## config.mk

```make
export PLATFORM = sky130hd
export DESIGN_NAME = slc_strap_latch_pin_ctrl
export DESIGN_NICKNAME = d
export VERILOG_FILES = /design/src/hdl/slc_pkg.sv /design/src/hdl/slc_strap_latch_pin_ctrl.sv
export SDC_FILE = /design/constraint.sdc
export NUM_CORES = 1
export LEC_CHECK = 0
export ABC_AREA = 1
export BUFFER_PORTS_ARGS = -buffer_cell sky130_fd_sc_hd__buf_2
export CAP_MARGIN = 10
export CORE_AREA = 3 3 177 179
export DETAILED_ROUTE_END_ITERATION = 16
export DIE_AREA = 0 0 180 182
export SYNTH_ARGS = -nofsm -noshare
export SYNTH_HDL_FRONTEND = slang
export SYNTH_SLANG_ARGS = --single-unit
```

## constraint.sdc

```tcl
create_clock -name clk -period 2.7 [get_ports clk]
set_input_delay 0.135 -clock clk [delete_from_list [all_inputs] [get_ports clk]]
set_output_delay 0.135 -clock clk [all_outputs]
set_load 0.02 [all_outputs]
```

## src/hdl/slc_pkg.sv

```systemverilog
// slc_pkg: register map, field layouts, reset values and carriers of the
// strap latch and pin output control block
// assumes one 100 MHz clock and an AXI4-Lite master with 32-bit data
// Function
// - sample and hold every strap input when the chip reset is released
// - jack strap low gives normal defaults, high gives jack-specific defaults
// - five address strap bits form the management address, 0 to 1fh
// - led strap zero gives active-high polarity bit one, strap one gives zero
// - broadcast strap low answers address zero too; enable bit is its inverse
// - reference clock strap low disables the clock pin output, high enables it
// - led style strap low picks tri-color, high picks individual leds
// - latch five function strap bits and use the code as operating function
// - code 01000 powers down with pll on, 01001 pll off, 00111 device off
// - each led follows polarity and buffer bits; open type drains or sources
// - interrupt defaults open-drain active low; buffer and invert bits steer it
// - an open-drain interrupt output is always active low
// - management data pin is push-pull or open-drain by its own bit
// - wake output asserts on wake events with own polarity and buffer bits
// - start-of-frame outputs pulse per frame and are always active high
// - each timestamp-counter event output asserts with its own polarity bit
// - general-purpose input captures a timestamp and clears event interrupts
// - clock pin drives local or receive clock, or takes a timestamp clock in
package slc_pkg;
  localparam int         AW         = 5;
  localparam logic [4:0] REG_STRAP  = 5'h00;
  localparam logic [4:0] REG_OCTL   = 5'h04;
  localparam logic [4:0] REG_STAT   = 5'h08;
  localparam logic [4:0] REG_GBUF   = 5'h0c;
  localparam logic [4:0] REG_TSCAP  = 5'h10;
  localparam logic [1:0] RESP_OK    = 2'h0;
  localparam logic [1:0] RESP_ERR   = 2'h2;
  localparam logic [4:0] FUNC_PD    = 5'h07;
  localparam logic [4:0] FUNC_SWPD  = 5'h08;
  localparam logic [4:0] FUNC_SWPDN = 5'h09;
  localparam logic [1:0] SYNC_FILL  = 2'h3;
  localparam int         NLED       = 5;
  localparam int         NPIN       = 11;
  localparam int         PIN_INT    = 5;
  localparam int         PIN_WAKE   = 6;
  localparam int         PIN_SOFRX  = 7;
  localparam int         PIN_SOFTX  = 8;
  localparam int         PIN_LTCA   = 9;
  localparam int         PIN_LTCB   = 10;
  localparam int         NLEDSTRAP  = 3;

  typedef struct packed {
    logic [4:0] func;
    logic [2:0] led_pol;
    logic       led_style;
    logic       ref_clk_out;
    logic       iface_sel;
    logic       jack;
    logic       bcast;
    logic [4:0] addr;
  } slc_strap_s;

  typedef struct packed {
    logic       mdio_od;
    logic       ltc_pol_b;
    logic       ltc_pol_a;
    logic       wake_pol;
    logic       int_pol_inv;
    logic       int_od;
    logic [4:0] led_od;
    logic [4:0] led_pol;
  } slc_octl_s;

  typedef struct packed {
    logic refclk_in;
    logic refclk_rx;
    logic ltc_b_od;
    logic ltc_a_od;
    logic sof_tx_od;
    logic sof_rx_od;
    logic wake_od;
  } slc_gbuf_s;

  typedef struct packed {
    logic       done;
    logic       swpd_pll_on;
    logic       swpd_pll_off;
    logic       dev_pd;
    logic       rgmii;
    logic       refclk_en;
    logic       tri_color;
    logic       jack_dflt;
    logic       bcast_en;
    logic [4:0] addr;
    logic [4:0] func;
  } slc_stat_s;

  localparam int OCTL_W = $bits(slc_octl_s);
  localparam int GBUF_W = $bits(slc_gbuf_s);

  localparam slc_octl_s OCTL_RST = '{mdio_od: 1'h0, ltc_pol_b: 1'h1, ltc_pol_a: 1'h1,
                                     wake_pol: 1'h0, int_pol_inv: 1'h0, int_od: 1'h1,
                                     led_od: 5'h00, led_pol: 5'h00};
  localparam slc_gbuf_s GBUF_RST = '0;
endpackage : slc_pkg

```

## src/hdl/slc_strap_latch_pin_ctrl.sv

```systemverilog
// slc_strap_latch_pin_ctrl: strap capture at reset release, address match,
// function decode and polarity/buffer control of the shared output pins
// assumes straps and the capture input come from pins; core events share clk
//
// Decided for this implementation: the address map and the AXI4-Lite register port.
`timescale 1ns/1ps
module slc_strap_latch_pin_ctrl (
  input  wire logic                       clk,
  input  wire logic                       arst_n,
  input  wire logic [slc_pkg::AW-1:0]     s_axi_awaddr,
  input  wire logic                       s_axi_awvalid,
  output logic                            s_axi_awready,
  input  wire logic [31:0]                s_axi_wdata,
  input  wire logic [3:0]                 s_axi_wstrb,
  input  wire logic                       s_axi_wvalid,
  output logic                            s_axi_wready,
  output logic [1:0]                      s_axi_bresp,
  output logic                            s_axi_bvalid,
  input  wire logic                       s_axi_bready,
  input  wire logic [slc_pkg::AW-1:0]     s_axi_araddr,
  input  wire logic                       s_axi_arvalid,
  output logic                            s_axi_arready,
  output logic [31:0]                     s_axi_rdata,
  output logic [1:0]                      s_axi_rresp,
  output logic                            s_axi_rvalid,
  input  wire logic                       s_axi_rready,
  input  wire slc_pkg::slc_strap_s        strap_pins,
  output slc_pkg::slc_stat_s              cfg,
  input  wire logic [4:0]                 req_addr,
  output logic                            addr_hit,
  input  wire logic [slc_pkg::NLED-1:0]   led_active,
  input  wire logic                       int_active,
  input  wire logic                       wol_event,
  input  wire logic                       sof_rx_evt,
  input  wire logic                       sof_tx_evt,
  input  wire logic                       ltc_evt_a,
  input  wire logic                       ltc_evt_b,
  output logic [slc_pkg::NLED-1:0]        led_o,
  output logic [slc_pkg::NLED-1:0]        led_oe,
  output logic                            int_o,
  output logic                            int_oe,
  output logic                            wake_event_out_o,
  output logic                            wake_event_out_oe,
  output logic                            sof_rx_o,
  output logic                            sof_rx_oe,
  output logic                            sof_tx_o,
  output logic                            sof_tx_oe,
  output logic                            ltc_a_o,
  output logic                            ltc_a_oe,
  output logic                            ltc_b_o,
  output logic                            ltc_b_oe,
  input  wire logic                       mdio_out_data,
  input  wire logic                       mdio_out_en,
  output logic                            mdio_o,
  output logic                            mdio_oe,
  input  wire logic                       local_ref_clk,
  input  wire logic                       rx_ref_clk,
  input  wire logic                       ref_clk_pin_i,
  output logic                            ref_clk_pin_o,
  output logic                            ref_clk_pin_oe,
  output logic                            ts_ref_clk,
  input  wire logic                       gpio_ts_in,
  input  wire logic [31:0]                ts_count,
  output logic                            ltc_irq_clr
);

  // ---------------------------------------------------------------------
  // strap synchroniser and one-shot latch
  // ---------------------------------------------------------------------
  slc_pkg::slc_strap_s st1;
  slc_pkg::slc_strap_s st2;
  slc_pkg::slc_strap_s st3;
  slc_pkg::slc_strap_s strap;
  logic [1:0]          fill;
  logic                done;
  logic                latch_now;

  assign latch_now = !done && (fill == slc_pkg::SYNC_FILL) && (st2 == st3);

  always_ff @(posedge clk or negedge arst_n) begin
    if (!arst_n) begin
      st1  <= '0;
      st2  <= '0;
      st3  <= '0;
      fill <= '0;
    end else begin
      st1 <= strap_pins;
      st2 <= st1;
      st3 <= st2;
      if (fill != slc_pkg::SYNC_FILL) begin
        fill <= fill + 2'h1;
      end
    end
  end

  // captured once after release, then frozen until the next reset
  always_ff @(posedge clk or negedge arst_n) begin
    if (!arst_n) begin
      strap <= '0;
      done  <= 1'h0;
    end else if (latch_now) begin
      strap <= st3;
      done  <= 1'h1;
    end
  end

  // ---------------------------------------------------------------------
  // decoded configuration
  // ---------------------------------------------------------------------
  logic bcast_en;

  assign bcast_en            = done && !strap.bcast;
  assign cfg.done            = done;
  assign cfg.swpd_pll_on     = done && (strap.func == slc_pkg::FUNC_SWPD);
  assign cfg.swpd_pll_off    = done && (strap.func == slc_pkg::FUNC_SWPDN);
  assign cfg.dev_pd          = done && (strap.func == slc_pkg::FUNC_PD);
  assign cfg.func            = strap.func;
  assign cfg.rgmii           = strap.iface_sel;
  assign cfg.refclk_en       = strap.ref_clk_out;
  assign cfg.tri_color       = done && !strap.led_style;
  assign cfg.jack_dflt       = strap.jack;
  assign cfg.bcast_en        = bcast_en;
  assign cfg.addr            = strap.addr;
  assign addr_hit = done && ((req_addr == strap.addr) || (bcast_en && (req_addr == '0)));

  // ---------------------------------------------------------------------
  // AXI4-Lite slave
  // ---------------------------------------------------------------------
  slc_pkg::slc_octl_s   octl;
  slc_pkg::slc_gbuf_s   gbuf;
  logic [31:0]          ts_cap;
  logic                 aw_held;
  logic                 w_held;
  logic [slc_pkg::AW-1:0] aw_addr_q;
  logic [31:0]          w_data_q;
  logic [3:0]           w_strb_q;
  logic                 wr_go;
  logic                 wr_octl;
  logic                 wr_gbuf;
  logic                 wr_ro;
  logic [31:0]          wmask;
  logic [31:0]          octl_wr;
  logic [31:0]          gbuf_wr;
  logic [31:0]          rd_word;
  logic                 rd_hit;

  assign s_axi_awready = !aw_held && !s_axi_bvalid;
  assign s_axi_wready  = !w_held && !s_axi_bvalid;
  assign s_axi_arready = !s_axi_rvalid;
  assign wr_go   = aw_held && w_held && !s_axi_bvalid;
  assign wr_octl = wr_go && (aw_addr_q == slc_pkg::REG_OCTL);
  assign wr_gbuf = wr_go && (aw_addr_q == slc_pkg::REG_GBUF);
  assign wr_ro   = (aw_addr_q == slc_pkg::REG_STRAP) || (aw_addr_q == slc_pkg::REG_STAT)
                || (aw_addr_q == slc_pkg::REG_TSCAP);
  assign wmask   = {{8{w_strb_q[3]}}, {8{w_strb_q[2]}}, {8{w_strb_q[1]}}, {8{w_strb_q[0]}}};
  assign octl_wr = (32'(octl) & ~wmask) | (w_data_q & wmask);
  assign gbuf_wr = (32'(gbuf) & ~wmask) | (w_data_q & wmask);

  assign rd_hit  = (s_axi_araddr == slc_pkg::REG_STRAP) || (s_axi_araddr == slc_pkg::REG_OCTL)
                || (s_axi_araddr == slc_pkg::REG_STAT) || (s_axi_araddr == slc_pkg::REG_GBUF)
                || (s_axi_araddr == slc_pkg::REG_TSCAP);
  assign rd_word = (s_axi_araddr == slc_pkg::REG_STRAP) ? 32'({done, strap}) :
                   (s_axi_araddr == slc_pkg::REG_OCTL)  ? 32'(octl) :
                   (s_axi_araddr == slc_pkg::REG_STAT)  ? 32'(cfg) :
                   (s_axi_araddr == slc_pkg::REG_GBUF)  ? 32'(gbuf) :
                   (s_axi_araddr == slc_pkg::REG_TSCAP) ? ts_cap : 32'h0000_0000;

  always_ff @(posedge clk or negedge arst_n) begin
    if (!arst_n) begin
      aw_held   <= 1'h0;
      w_held    <= 1'h0;
      aw_addr_q <= '0;
      w_data_q  <= '0;
      w_strb_q  <= '0;
    end else begin
      if (s_axi_awvalid && s_axi_awready) begin
        aw_held   <= 1'h1;
        aw_addr_q <= s_axi_awaddr;
      end else if (wr_go) begin
        aw_held <= 1'h0;
      end
      if (s_axi_wvalid && s_axi_wready) begin
        w_held   <= 1'h1;
        w_data_q <= s_axi_wdata;
        w_strb_q <= s_axi_wstrb;
      end else if (wr_go) begin
        w_held <= 1'h0;
      end
    end
  end

  // write response one cycle after both halves are held
  always_ff @(posedge clk or negedge arst_n) begin
    if (!arst_n) begin
      s_axi_bvalid <= 1'h0;
      s_axi_bresp  <= slc_pkg::RESP_OK;
    end else if (wr_go) begin
      s_axi_bvalid <= 1'h1;
      s_axi_bresp  <= (wr_octl || wr_gbuf || wr_ro) ? slc_pkg::RESP_OK : slc_pkg::RESP_ERR;
    end else if (s_axi_bready) begin
      s_axi_bvalid <= 1'h0;
    end
  end

  always_ff @(posedge clk or negedge arst_n) begin
    if (!arst_n) begin
      s_axi_rvalid <= 1'h0;
      s_axi_rdata  <= '0;
      s_axi_rresp  <= slc_pkg::RESP_OK;
    end else if (s_axi_arvalid && s_axi_arready) begin
      s_axi_rvalid <= 1'h1;
      s_axi_rdata  <= rd_word;
      s_axi_rresp  <= rd_hit ? slc_pkg::RESP_OK : slc_pkg::RESP_ERR;
    end else if (s_axi_rready) begin
      s_axi_rvalid <= 1'h0;
    end
  end

  // led polarity defaults follow the inverted straps at latch time
  always_ff @(posedge clk or negedge arst_n) begin
    if (!arst_n) begin
      octl <= slc_pkg::OCTL_RST;
    end else if (latch_now) begin
      octl.led_pol[slc_pkg::NLEDSTRAP-1:0] <= ~st3.led_pol;
    end else if (wr_octl) begin
      octl <= slc_pkg::slc_octl_s'(octl_wr[slc_pkg::OCTL_W-1:0]);
    end
  end

  always_ff @(posedge clk or negedge arst_n) begin
    if (!arst_n) begin
      gbuf <= slc_pkg::GBUF_RST;
    end else if (wr_gbuf) begin
      gbuf <= slc_pkg::slc_gbuf_s'(gbuf_wr[slc_pkg::GBUF_W-1:0]);
    end
  end

  // ---------------------------------------------------------------------
  // pin drivers: push-pull, or open drain/source chosen by polarity
  // ---------------------------------------------------------------------
  logic [slc_pkg::NPIN-1:0] act;
  logic [slc_pkg::NPIN-1:0] pol;
  logic [slc_pkg::NPIN-1:0] od;
  logic [slc_pkg::NPIN-1:0] next_o;
  logic [slc_pkg::NPIN-1:0] next_oe;
  logic [slc_pkg::NPIN-1:0] pin_o;
  logic [slc_pkg::NPIN-1:0] pin_oe;
  logic                     int_pol;

  // open-drain interrupt cannot be active high
  assign int_pol = octl.int_od ? 1'h0 : octl.int_pol_inv;
  assign act = {ltc_evt_b, ltc_evt_a, sof_tx_evt, sof_rx_evt, wol_event, int_active, led_active};
  assign pol = {octl.ltc_pol_b, octl.ltc_pol_a, 1'h1, 1'h1, octl.wake_pol, int_pol,
                octl.led_pol};
  assign od  = {gbuf.ltc_b_od, gbuf.ltc_a_od, gbuf.sof_tx_od, gbuf.sof_rx_od, gbuf.wake_od,
                octl.int_od, octl.led_od};

  for (genvar i = 0; i < slc_pkg::NPIN; i++) begin : g_pin
    assign next_o[i]  = od[i] ? pol[i] : ~(act[i] ^ pol[i]);
    assign next_oe[i] = od[i] ? act[i] : 1'h1;
  end

  always_ff @(posedge clk or negedge arst_n) begin
    if (!arst_n) begin
      pin_o   <= '0;
      pin_oe  <= '0;
      mdio_o  <= 1'h0;
      mdio_oe <= 1'h0;
    end else begin
      pin_o   <= next_o;
      pin_oe  <= next_oe;
      mdio_o  <= octl.mdio_od ? 1'h0 : mdio_out_data;
      mdio_oe <= mdio_out_en && !(octl.mdio_od && mdio_out_data);
    end
  end

  assign led_o             = pin_o[slc_pkg::NLED-1:0];
  assign led_oe            = pin_oe[slc_pkg::NLED-1:0];
  assign int_o             = pin_o[slc_pkg::PIN_INT];
  assign int_oe            = pin_oe[slc_pkg::PIN_INT];
  assign wake_event_out_o  = pin_o[slc_pkg::PIN_WAKE];
  assign wake_event_out_oe = pin_oe[slc_pkg::PIN_WAKE];
  assign sof_rx_o          = pin_o[slc_pkg::PIN_SOFRX];
  assign sof_rx_oe         = pin_oe[slc_pkg::PIN_SOFRX];
  assign sof_tx_o          = pin_o[slc_pkg::PIN_SOFTX];
  assign sof_tx_oe         = pin_oe[slc_pkg::PIN_SOFTX];
  assign ltc_a_o           = pin_o[slc_pkg::PIN_LTCA];
  assign ltc_a_oe          = pin_oe[slc_pkg::PIN_LTCA];
  assign ltc_b_o           = pin_o[slc_pkg::PIN_LTCB];
  assign ltc_b_oe          = pin_oe[slc_pkg::PIN_LTCB];

  // clock pin is a clock mux, not registered data
  assign ref_clk_pin_o  = gbuf.refclk_rx ? rx_ref_clk : local_ref_clk;
  assign ref_clk_pin_oe = strap.ref_clk_out && !gbuf.refclk_in;
  assign ts_ref_clk     = gbuf.refclk_in ? ref_clk_pin_i : local_ref_clk;

  // ---------------------------------------------------------------------
  // timestamp capture input
  // ---------------------------------------------------------------------
  logic g1;
  logic g2;
  logic g3;
  logic g_lvl;
  logic g_rise;

  assign g_rise = (g2 == g3) && g3 && !g_lvl;

  always_ff @(posedge clk or negedge arst_n) begin
    if (!arst_n) begin
      g1          <= 1'h0;
      g2          <= 1'h0;
      g3          <= 1'h0;
      g_lvl       <= 1'h0;
      ts_cap      <= '0;
      ltc_irq_clr <= 1'h0;
    end else begin
      g1          <= gpio_ts_in;
      g2          <= g1;
      g3          <= g2;
      ltc_irq_clr <= g_rise;
      if (g2 == g3) begin
        g_lvl <= g3;
      end
      if (g_rise) begin
        ts_cap <= ts_count;
      end
    end
  end
endmodule : slc_strap_latch_pin_ctrl

```

==> results of run 1 <==
-- final cells by class --
class | instances | area (um^2) | area share
multi-input combinational | 572 | 2730 | 0.228
timing repair buffer | 295 | 1980 | 0.166
sequential | 220 | 5510 | 0.461
inverter | 107 | 402 | 0.0336
clock inverter | 11 | 138 | 0.0115
clock buffer | 33 | 706 | 0.0591
tap | 390 | 488 | 0.0408
-- layer usage --
metal	part of all wire	wire, um	vias to the layer above	track usage
li1	-	-	3488	-
met1	0.44	11000	3352	0.202
met2	0.47	11700	197	0.251
met3	0.054	1330	48	0.0274
met4	0.030	732	0	0.0446
met5	0	0	-	0
-- power by group through the flow --
stage,logic (mW),registers [mW],clock network [mW]
6_report,1.74,4.42,3.45
5_1_grt,1.95,4.50,3.70
4_1_cts,1.76,4.42,3.57
3_5_place_dp,1.65,4.48,0
3_3_place_gp,1.61,4.45,0
2_1_floorplan,0.851,4.52,0
-- repair_timing --
item / 4_1_cts / 5_1_grt
setup buffers: 0 / 0
endpoints found under the hold margin: 179 / 0
hold buffers: 90 / 0
-- worst reg2reg max path: stages (launching register included) --
cell     delay (ps)
dfrtp_1         370
ha_1            210
inv_1            80
nor2_2           80
nand2_1          50
nor2_1           80
nand2_1         100
nor2_4          180
nand3_4          80
buf_4           240
nand2_2         190
nand2_1          80
nand2_1          60
-- Yosys cell counts, types with 2 or more instances --
library cell	count	area [um^2]
nand2_1	300	1130
buf_1	2	7.51
dfstp_2	3	78.8
buf_2	7	35.0
nor3_1	4	20.0
ha_1	2	25.0
a21oi_1	27	135
nor2_2	5	31.3
dfrtp_1	217	5430
o21ai_2	15	131
clkbuf_1	11	41.3
inv_1	105	394
xor2_1	13	114
nor2_1	61	229
o21ai_0	48	240
nand3_1	38	190
nand3_2	2	20.0
o22ai_1	8	50.1
buf_6	6	67.6
or2_2	6	37.5
nor2_4	2	22.5
xnor2_1	4	35.0
nand4_1	12	75.1
buf_4	18	135
mux2_2	13	146
-- path summary, 6_finish.rpt --
check                                    start                   end  cells after the start
max                         cfg[2]$_DFFE_PN0P_               cfg[16]                      4
min                              s_axi_awvalid   aw_held$_DFFE_PN0P_                      3
max reg2reg                fill[0]$_DFFE_PN0P_             flip-flop                     12
min reg2reg                   st1[7]$_DFF_PN0_      st2[7]$_DFF_PN0_                      0
max in group asynchronous               arst_n             async pin                      3
min in group asynchronous               arst_n  pin_oe[10]$_DFF_PN0_                      2
-- cells by family (layout without fill, tap and decap cells) --
family          after synthesis  in the layout  synth area share
compound gates              105            105            0.0681
xor+xnor                     17             17            0.0167
fa+ha+maj                     2              2           0.00281
buf+inv                     151            446            0.0772
flops                       220            220             0.618
mux                          13             13            0.0164
other cells                   1              2          0.000421
simple gates                433            433             0.200
-- stage by stage --
stage          setup slack [ps]  instances  hold slack (ps)   util  power (mW)
6_report                    703       1628             22.7  0.402        9.61
4_1_cts                     681       1628             2.70  0.402        9.75
3_3_place_gp                851       1494              177  0.343        6.07
3_5_place_dp                840       1494              196  0.343        6.13
5_1_grt                     569       1628             58.5  0.402        10.1
2_1_floorplan               965        943             -161      -        5.37
==> summary.md, run 1 <==
| Metric | Value |
|---|---|
| Outcome | `finished clean` |
| Io pins | `approximately 210` |
| Grt ovf | `0` |
| Sink Count | `220` |
| CTS buffer count | `25` |
| Post-route cell area | `roughly 12000 um^2` |
| Flop2flop setup slack | `860 ps` |
| Die Span Y | `182 um` |
| WP data required | `roughly 2600 ps` |
| Iteration-0 DRC Markers | `roughly 500` |
| Net Sw Frac | `0.295` |
| Initial antenna violation count | `0` |
| Max_slew headroom | `0.499` |
| WP data arrival | `1860 ps` |
| Sequential power share | `0.460` |
| Clock power frac | `0.359` |
| Number of port buffers | `193` |
| Number of placement rows | `63` |
| Power per cell area | `between 800 and 900 nW/um^2` |
| GRT Total Usage | `0.151` |
| DR vias | `between 7k and 8k` |
| Post-route minimum period | `around 2000 ps` |
| Clock latency on the worst-skew pair | `520 ps` |
| Final net count | `~1.3k` |
| Final Wtd Congestion | `a little over 0.8` |
| Share of flip-flops with an asynchronous set or reset | `1.00` |
| Placed inst area | `just over 10000 um^2` |
| H-tree depth | `1` |
| # DRC | `0` |
| Comb power frac | `0.181` |
| Setup TNS | `0 ps` |
| Leak | `approximately 6.2 nW` |
| Slowest-stage cell, CP | `dfrtp_1` |
| Core area | `29700 um^2` |
| Seq cells post-synth | `between 200 and 250` |
| Layout fillers | `between 2k and 3k` |
| Worst-margin pin slew | `roughly 750 ps` |
| FMAX | `~0.50 GHz` |
| Post_cts resized | `0` |
| N_diodes | `0` |
| CP max FO | `4` |
| Pin count of the biggest net entering global routing | `84` |
| Post-route ant nets | `0` |
| Worst Setup Start Kind | `flip-flop` |
| Clock root buffer | `clkbuf_16` |
| Worst Hold Class | `in -> reg` |
| CP Class | `reg -> out` |
| Syn Inst Count | `around 940` |
| Final slew viol count | `0` |
| Psw | `approximately 2.8 mW` |
| Most frequent cells in the layout | `nand2_1, dfrtp_1, buf_2, inv_1, dlygate4sd3_1` |
| Initial Utilization | `0.300` |
| Final period utilization | `0.740` |
| Syn Std Cell Area | `8910 um^2` |
| Setup violators final | `0` |
| Area growth, synth to finish | `34.1%` |
| Max Clock Skew | `13.2 ps` |
| Synth warn | `0` |
| Worst path bufs/invs | `2` |
| Ys flop type | `dfrtp_1` |
| RSZ-0062 raised after global routing | `false` |
| Peak VDD IR | `a little over 0.4 mV` |
| Die span in x | `between 150 and 200 um` |
| Syn Area/Cell | `~9.5 um^2` |
| Int Pwr | `about 6.8 mW` |
| CP cell instances | `inv_1, nand2_1, nor3_1, buf_2` |
| Vias per inst | `4.35` |
| Slowest stage delay, CP | `approximately 450 ps` |
| Commonest non-fill, non-tap cell in the layout | `nand2_1` |
| Number of library cell types mapped by synthesis | `38` |
| Hold Fails Final Rpt | `0` |
| Seq/Total Area, Yosys | `0.618` |
| Layout cells sized above 1 | `0.240` |
| Final wirelength | `24700 um` |
| Crit end category | `primary output` |
| Pre-Repair DR Iteration Count | `5` |
| Max cap viols | `0` |
| EDFF count, synth | `0` |
| Vias in the first global route | `7197` |
| WL per Instance | `around 15 um` |
| CTS clk-pin slew, worst paths | `approximately 60 ps` |
| CTS tree | `done` |
| Detail Placement HPWL | `approximately 18000 um` |
| Max Buffers Root-to-Sink | `3` |
| Crit-path leading delay family | `simple AND/OR/NAND/NOR gates` |
| Total die area | `32800 um^2` |
| Global-route wire length before repair | `39200 um` |
Power figures use the tool's default switching activity.
==> run 2: changes to the inputs <==
==> constraint.sdc (replaced) <==
create_clock -name clk -period 1.9 [get_ports clk]
set_input_delay 0.095 -clock clk [delete_from_list [all_inputs] [get_ports clk]]
set_output_delay 0.095 -clock clk [all_outputs]
set_load 0.02 [all_outputs]
==> summary.md, run 2 (same netlist as run 1, synthesis figures left out) <==
| Metric | Value |
|---|---|
| Outcome | `finished clean` |
| Clock latency on the worst-skew pair | `530 ps (about the same)` |
| Io pins | `214 (unchanged)` |
| Sink Count | `220 (unchanged)` |
| Layout cells sized above 1 | `0.255 (+0.0151)` |
| DR vias | `7140 (+0.78%)` |
| Crit end category | `primary output` |
| Setup violators final | `0 (unchanged)` |
| Global-route wire length before repair | `39400 um (+0.53%)` |
| Post-route ant nets | `0 (unchanged)` |
| N_diodes | `0 (unchanged)` |
| Final wirelength | `24800 um (+0.31%)` |
| Tot Pwr | `13.7 mW (+42%)` |
| CP max FO | `4 (unchanged)` |
| Final period utilization | `0.940` |
| Max Buffers Root-to-Sink | `3 (unchanged)` |
| Most frequent cells in the layout | `nand2_1, dfrtp_1, buf_2, inv_1, dlygate4sd3_1` |
| Final Non-Filler Cells | `1645 (+1.0%)` |
| Area growth, synth to finish | `35.8%` |
| Final Wtd Congestion | `0.831 (+2.0%)` |
| Clock root buffer | `clkbuf_16` |
| Layout fillers | `2934 (+0.62%)` |
| Worst Setup Start Kind | `flip-flop` |
| Iteration-0 DRC Markers | `508 (+1.8%)` |
| Slowest stage delay, CP | `440 ps (about the same)` |
| GRT Total Usage | `0.150 (-0.000675)` |
| FMAX | `approximately 0.56 GHz` |
| Max Clock Skew | `23.0 ps (+9.83 ps)` |
| WP data required | `1800 ps (-770 ps)` |
| Vias in the first global route | `7218 (+0.29%)` |
| Die Span Y | `182 um (unchanged)` |
| Slowest-stage cell, CP | `dfrtp_1` |
| Worst setup margin | `113 ps (-590 ps)` |
| Worst-margin pin slew | `582 ps (-169 ps)` |
| Placed cells | `1507 (+0.87%)` |
| Grt ovf | `0 (unchanged)` |
| Initial antenna violation count | `0 (unchanged)` |
| # DRC | `0 (unchanged)` |
| Number of placement rows | `63 (unchanged)` |
| Setup bufs post-CTS | `0 (unchanged)` |
| Vias per inst | `4.34 (-0.27%)` |
| CP Class | `reg -> out` |
| Hold_ws | `63.8 ps (+41.1 ps)` |
| Initial Utilization | `0.300 (unchanged)` |
| Peak VDD IR | `0.512 mV (+24%)` |
| Setup TNS | `0 ps (unchanged)` |
| Pre-CTS setup slack | `99.1 ps (-741 ps)` |
| Leak | `6.29 nW (+1.1%)` |
| Flop2flop setup slack | `190 ps (-670 ps)` |
| Worst path bufs/invs | `2 (unchanged)` |
| Commonest non-fill, non-tap cell in the layout | `nand2_1` |
| Number of port buffers | `193 (unchanged)` |
| Pre-Repair DR Iteration Count | `5 (unchanged)` |
| Max_slew headroom | `0.612 (+0.113)` |
| Post-route minimum period | `roughly 1800 ps` |
| Pin count of the biggest net entering global routing | `70 (-17%)` |
| H-tree depth | `1 (unchanged)` |
| Total die area | `32800 um^2 (unchanged)` |
| Crit-path leading delay family | `flip-flops` |
| Worst Hold Class | `in -> reg` |
| Final net count | `1363 (+1.1%)` |
| CTS tree | `done` |
| CP cell instances | `inv_1, nand2_1, nor3_2, buf_2` |
| Max cap viols | `0 (unchanged)` |
| Detail Placement HPWL | `18500 um (+2.7%)` |
| Die span in x | `180 um (unchanged)` |
| Hold Fails Final Rpt | `0 (unchanged)` |
| Power per cell area | `1130 nW/um^2 (+40%)` |
| WP data arrival | `1690 ps (-170 ps)` |
| CTS clk-pin slew, worst paths | `60 ps (about the same)` |
| CTS buffer count | `25 (unchanged)` |
| WL per Instance | `15.1 um (-0.73%)` |
| Core area | `29700 um^2 (unchanged)` |
| Final slew viol count | `0 (unchanged)` |
## run 2: cell types whose count changed in the layout (fill, tap and decap cells not counted), moves of 2 or more
cell / before / now
buf_4: 11 / 24
clkbuf_8: 5 / 7
clkinv_2: 5 / 3
clkinvlp_4: 3 / 5
dfrtp_1: 217 / 215
dfrtp_2: 0 / 2
dlygate4sd3_1: 90 / 92
nor3_1: 4 / 2
nor3_2: 1 / 3
## run 2: power by group
group	switching, mW	internal [mW]	leakage (nW)
combinational	1.49	1.00	3.21
sequential	0.646	5.64	2.67
clock	1.93	2.97	0.410
total	4.07	9.60	6.29
## run 2: worst reg2reg max path: cells and delay by family, from the launching register on
family,cells,cell delay [ps]
AND/OR/NAND/NOR,9,780
flip-flops,1,370
buffers and inverters,2,280
adder cells (fa/ha/maj),1,220
## run 2: per-stage QoR
| step | util | cell area (um^2) |
|---|---|---|
| after floorplan | - | 8920 |
| after global placement | 0.347 | 10300 |
| after detailed placement | 0.347 | 10300 |
| after CTS | 0.407 | 12100 |
| after global routing | 0.407 | 12100 |
| final | 0.407 | 12100 |
## run 2: timing repair
action	in CTS	in global routing
hold buffers	92	0
setup endpoints to repair	0	27
hold endpoints to repair	176	0
gates resized for setup	0	8
## run 2: worst paths after layout
kind	start	endpoint	depth (start not counted)
max	cfg[2]$_DFFE_PN0P_	cfg[17]	4
min	s_axi_wvalid	w_held$_DFFE_PN0P_	4
max reg2reg	fill[0]$_DFFE_PN0P_	flip-flop	12
min reg2reg	st1[4]$_DFF_PN0_	st2[4]$_DFF_PN0_	0
max in group asynchronous	arst_n	cfg[6]$_DFFE_PN0P_	3
min in group asynchronous	arst_n	s_axi_rdata[4]$_DFFE_PN0P_	2
## run 2: per-layer routing
| layer | wire [um] | part of all wire | GRT usage |
|---|---|---|---|
| met3 | 1200 | 0.048 | 0.0260 |
| met5 | 0 | 0 | 0 |
| met2 | 11800 | 0.47 | 0.254 |
| met4 | 485 | 0.020 | 0.0303 |
| met1 | 11300 | 0.46 | 0.204 |
## run 2: area by class of cell
type	count	area (um^2)	share of cell area
Clock inverter	12	130	0.0107
Tap cell	390	488	0.0403
Clock buffer	34	729	0.0603
Multi-Input combinational cell	572	2750	0.227
Inverter	107	402	0.0332
Sequential cell	220	5510	0.455
Timing Repair Buffer	310	2100	0.173
==> run 3: changes to the inputs <==
--- a/config.mk
+++ b/config.mk
@@ -5,12 +5,11 @@
 export SDC_FILE = /design/constraint.sdc
 export NUM_CORES = 1
 export LEC_CHECK = 0
-export ABC_AREA = 1
 export BUFFER_PORTS_ARGS = -buffer_cell sky130_fd_sc_hd__buf_2
 export CAP_MARGIN = 10
-export CORE_AREA = 3 3 177 179
+export CORE_AREA = 3 3 174 176
 export DETAILED_ROUTE_END_ITERATION = 16
-export DIE_AREA = 0 0 180 182
+export DIE_AREA = 0 0 177 179
 export SYNTH_ARGS = -nofsm -noshare
 export SYNTH_HDL_FRONTEND = slang
 export SYNTH_SLANG_ARGS = --single-unit
==> summary.md, run 3 <==
| Metric | Value |
|---|---|
| Outcome | `finished clean` |
| RSZ-0062 raised after global routing | `true` |
| Syn Std Cell Area | `8640 um^2 (-3.1%)` |
| Max Clock Skew | `9.90 ps (-13.1 ps)` |
| Number of library cell types mapped by synthesis | `58 (+53%)` |
| DR vias | `5835 (-18%)` |
| Crit end category | `primary output` |
| Vias per inst | `4.43 (+2.0%)` |
| Clock root buffer | `clkbuf_16` |
| Iteration-0 DRC Markers | `305 (-40%)` |
| Worst Setup Start Kind | `flip-flop` |
| Initial Utilization | `0.300 (about the same)` |
| CTS tree | `done` |
| Power per cell area | `1110 nW/um^2 (-1.3%)` |
| Detail Placement HPWL | `17100 um (-7.6%)` |
| Flop2flop setup slack | `90 ps (-100 ps)` |
| Max_slew headroom | `0.668 (+0.0558)` |
| Core area | `28800 um^2 (-3.2%)` |
| Final Non-Filler Cells | `1318 (-20%)` |
| Synth warn | `0 (unchanged)` |
| Post-route cell area | `12000 um^2 (-0.76%)` |
| H-tree depth | `1 (unchanged)` |
| Share of flip-flops with an asynchronous set or reset | `1.00 (unchanged)` |
| Number of port buffers | `193 (unchanged)` |
| Area occupied by multi-input gates | `2900 um^2 (+5.4%)` |
| Post-route ant nets | `0 (unchanged)` |
| Seq. cell area | `5510 um^2 (about the same)` |
| Largest area contributor in the netlist | `dfrtp_1` |
| Max Buffers Root-to-Sink | `3 (unchanged)` |
| Tot Pwr | `13.4 mW (-2.0%)` |
| Final slew viol count | `0 (unchanged)` |
| Io pins | `214 (unchanged)` |
| Final period utilization | `0.965 (+0.0246)` |
| CP cell instances | `xor2_1, nor4_1, nand3_1, o41ai_2, buf_4` |
| CTS buffer count | `25 (unchanged)` |
| Pin count of the biggest net entering global routing | `57 (-19%)` |
| Placed inst area | `10100 um^2 (-1.7%)` |
| Slowest stage delay, CP | `440 ps (about the same)` |
| Post-synth top cells | `dfrtp_1, mux2_2, nand2_1` |
| Die span in x | `177 um (-1.7%)` |
| Final wirelength | `23500 um (-5.4%)` |
| R2R cell count | `7 (-5)` |
| Pre-Repair DR Iteration Count | `4 (-1)` |
| Worst path bufs/invs | `1 (-1)` |
| Worst setup margin | `66.7 ps (-46.7 ps)` |
| Initial antenna violation count | `1 (+1)` |
| # DRC | `0 (unchanged)` |
| Slowest-stage cell, CP | `dfrtp_2` |
| Max cap viols | `0 (unchanged)` |
| Final Wtd Congestion | `0.856 (+2.9%)` |
| Setup violators final | `0 (unchanged)` |
| CP max FO | `2 (-2)` |
| Most common cell in the netlist | `dfrtp_1` |
| Most frequent cells in the layout | `dfrtp_1, buf_2, mux2_2, dlygate4sd3_1, nand2_1` |
| Post-route minimum period | `1830 ps (+46.7 ps)` |
| Area growth, synth to finish | `39.0%` |
| Leak | `5.63 nW (-11%)` |
| Layout Utilization | `0.417 (+0.0100)` |
| Die Span Y | `179 um (-1.6%)` |
| Global-route wire length before repair | `35400 um (-10%)` |
| Crit-path leading delay family | `flip-flops` |
| Grt ovf | `0 (unchanged)` |
| Synth top area share | `0.628 (+0.0192)` |
| WP data arrival | `1740 ps (+50 ps)` |
| Worst-margin pin slew | `494 ps (-88.3 ps)` |
| Clock latency on the worst-skew pair | `520 ps (about the same)` |
| Critical Path Source | `cfg[8]$_DFFE_PN0P_` |
| CTS clk-pin slew, worst paths | `60 ps (about the same)` |
| Syn Area/Cell | `14.1 um^2 (+49%)` |
| Number of placement rows | `62 (-1.6%)` |
| Vias in the first global route | `6192 (-14%)` |
| Seq cells post-synth | `220 (unchanged)` |
| Peak VDD IR | `0.545 mV (+6.4%)` |
| WP data required | `1800 ps (about the same)` |
| CP Class | `reg -> out` |
| Total die area | `31700 um^2 (-3.3%)` |
| Worst Hold Class | `in -> reg` |
| Pre-CTS setup slack | `2.39 ps (-96.8 ps)` |
| Layout cells sized above 1 | `0.421 (+0.166)` |
| Commonest non-fill, non-tap cell in the layout | `dfrtp_1` |
| WL per Instance | `17.8 um (+18%)` |
| Final net count | `1041 (-24%)` |
| Sink Count | `220 (unchanged)` |
| Timing endpoint of the critical path | `addr_hit` |
| Top post-synthesis cells by area | `dfrtp_1, mux2_2, xnor2_1, buf_4, a22o_1` |
| Seq/Total Area, Yosys | `0.638 (+0.0195)` |
| Layout fillers | `2679 (-8.7%)` |
| Hold Fails Final Rpt | `0 (unchanged)` |
| Syn Inst Count | `613 (-35%)` |
| R2r startpoint | `st3[3]$_DFF_PN0_` |
| FMAX | `0.545 GHz (-2.5%)` |
| Placed cells | `1178 (-22%)` |
| Worst path depth | `5 (+1)` |
| Ys flop type | `dfrtp_1` |
| EDFF count, synth | `0 (unchanged)` |
| GRT Total Usage | `0.145 (-0.00474)` |
run 3: cell count changes in the layout (fill, tap and decap cells not counted), sizes merged, moves of 36 or more:
cell / change
mux2: +84
nand3: -36
o21ai: -51
nand2: -272
inv: -100
nor2: -41
run 3: report_power, final:
group | switching [mW] | internal [mW]
clock | 1.92 | 3.23
combinational | 0.986 | 1.14
sequential | 0.621 | 5.50
total | 3.53 | 9.86
run 3: per-stage QoR:
step                      TNS, ps  hold slack, ps
after global routing         -169            58.5
after detailed placement        0            44.3
after floorplan                 0            -201
after CTS                       0            32.4
final                           0            71.5
after global placement          0            41.4
run 3: metal layers:
layer	up-vias	GRT usage	wire length, um
li1	2763	-	-
met1	2865	0.193	10000
met2	170	0.242	11300
met3	37	0.0318	1660
met4	0	0.0376	546
met5	-	0	0
run 3: kinds of logic after synthesis:
family,after synthesis,synth area share
XOR/XNOR,33,0.0334
multiplexers,105,0.136
flip-flops,220,0.638
AO/OA/AOI/OAI,90,0.0791
buffers and inverters,48,0.0340
adder cells (fa/ha/maj),2,0.00290
AND/OR/NAND/NOR,114,0.0769
other,1,0.000434
run 3: cell type report:
class | instances | area share
antenna | 1 | 0.000208
clock inverter | 14 | 0.0177
tap | 384 | 0.0400
timing repair buffer | 315 | 0.184
multi-input combinational | 346 | 0.241
inverter | 6 | 0.00187
sequential | 220 | 0.459
clock buffer | 32 | 0.0568
run 3: how the worst min path moves through the flow:
stage / startpoint / to / slack, ps / cells past startpoint
2_1_floorplan: arst_n / async pin / -200 / 0
3_3_place_gp: arst_n / s_axi_rdata[29]$_DFFE_PN0P_ / 40 / 1
3_5_place_dp: arst_n / ts_cap[29]$_DFFE_PN0P_ / 40 / 1
4_1_cts: s_axi_araddr[1] / s_axi_rdata[2]$_DFFE_PN0P_ / 30 / 4
5_1_grt: s_axi_araddr[1] / s_axi_rdata[2]$_DFFE_PN0P_ / 60 / 4
6_report: s_axi_araddr[1] / s_axi_rdata[2]$_DFFE_PN0P_ / 70 / 4
run 3: repair_timing:
item	4_1_cts	5_1_grt
hold buffers	90	0
pin swaps	2	10
endpoints found under the hold margin	317	0
endpoints found under the setup margin	11	34
setup buffers	1	2
resized for setup	1	12
run 3: worst min-delay path, cell delays in order:
cell,delay [ps]
buf_2,120
a2111oi_0,60
o22ai_1,170
o21ai_0,100
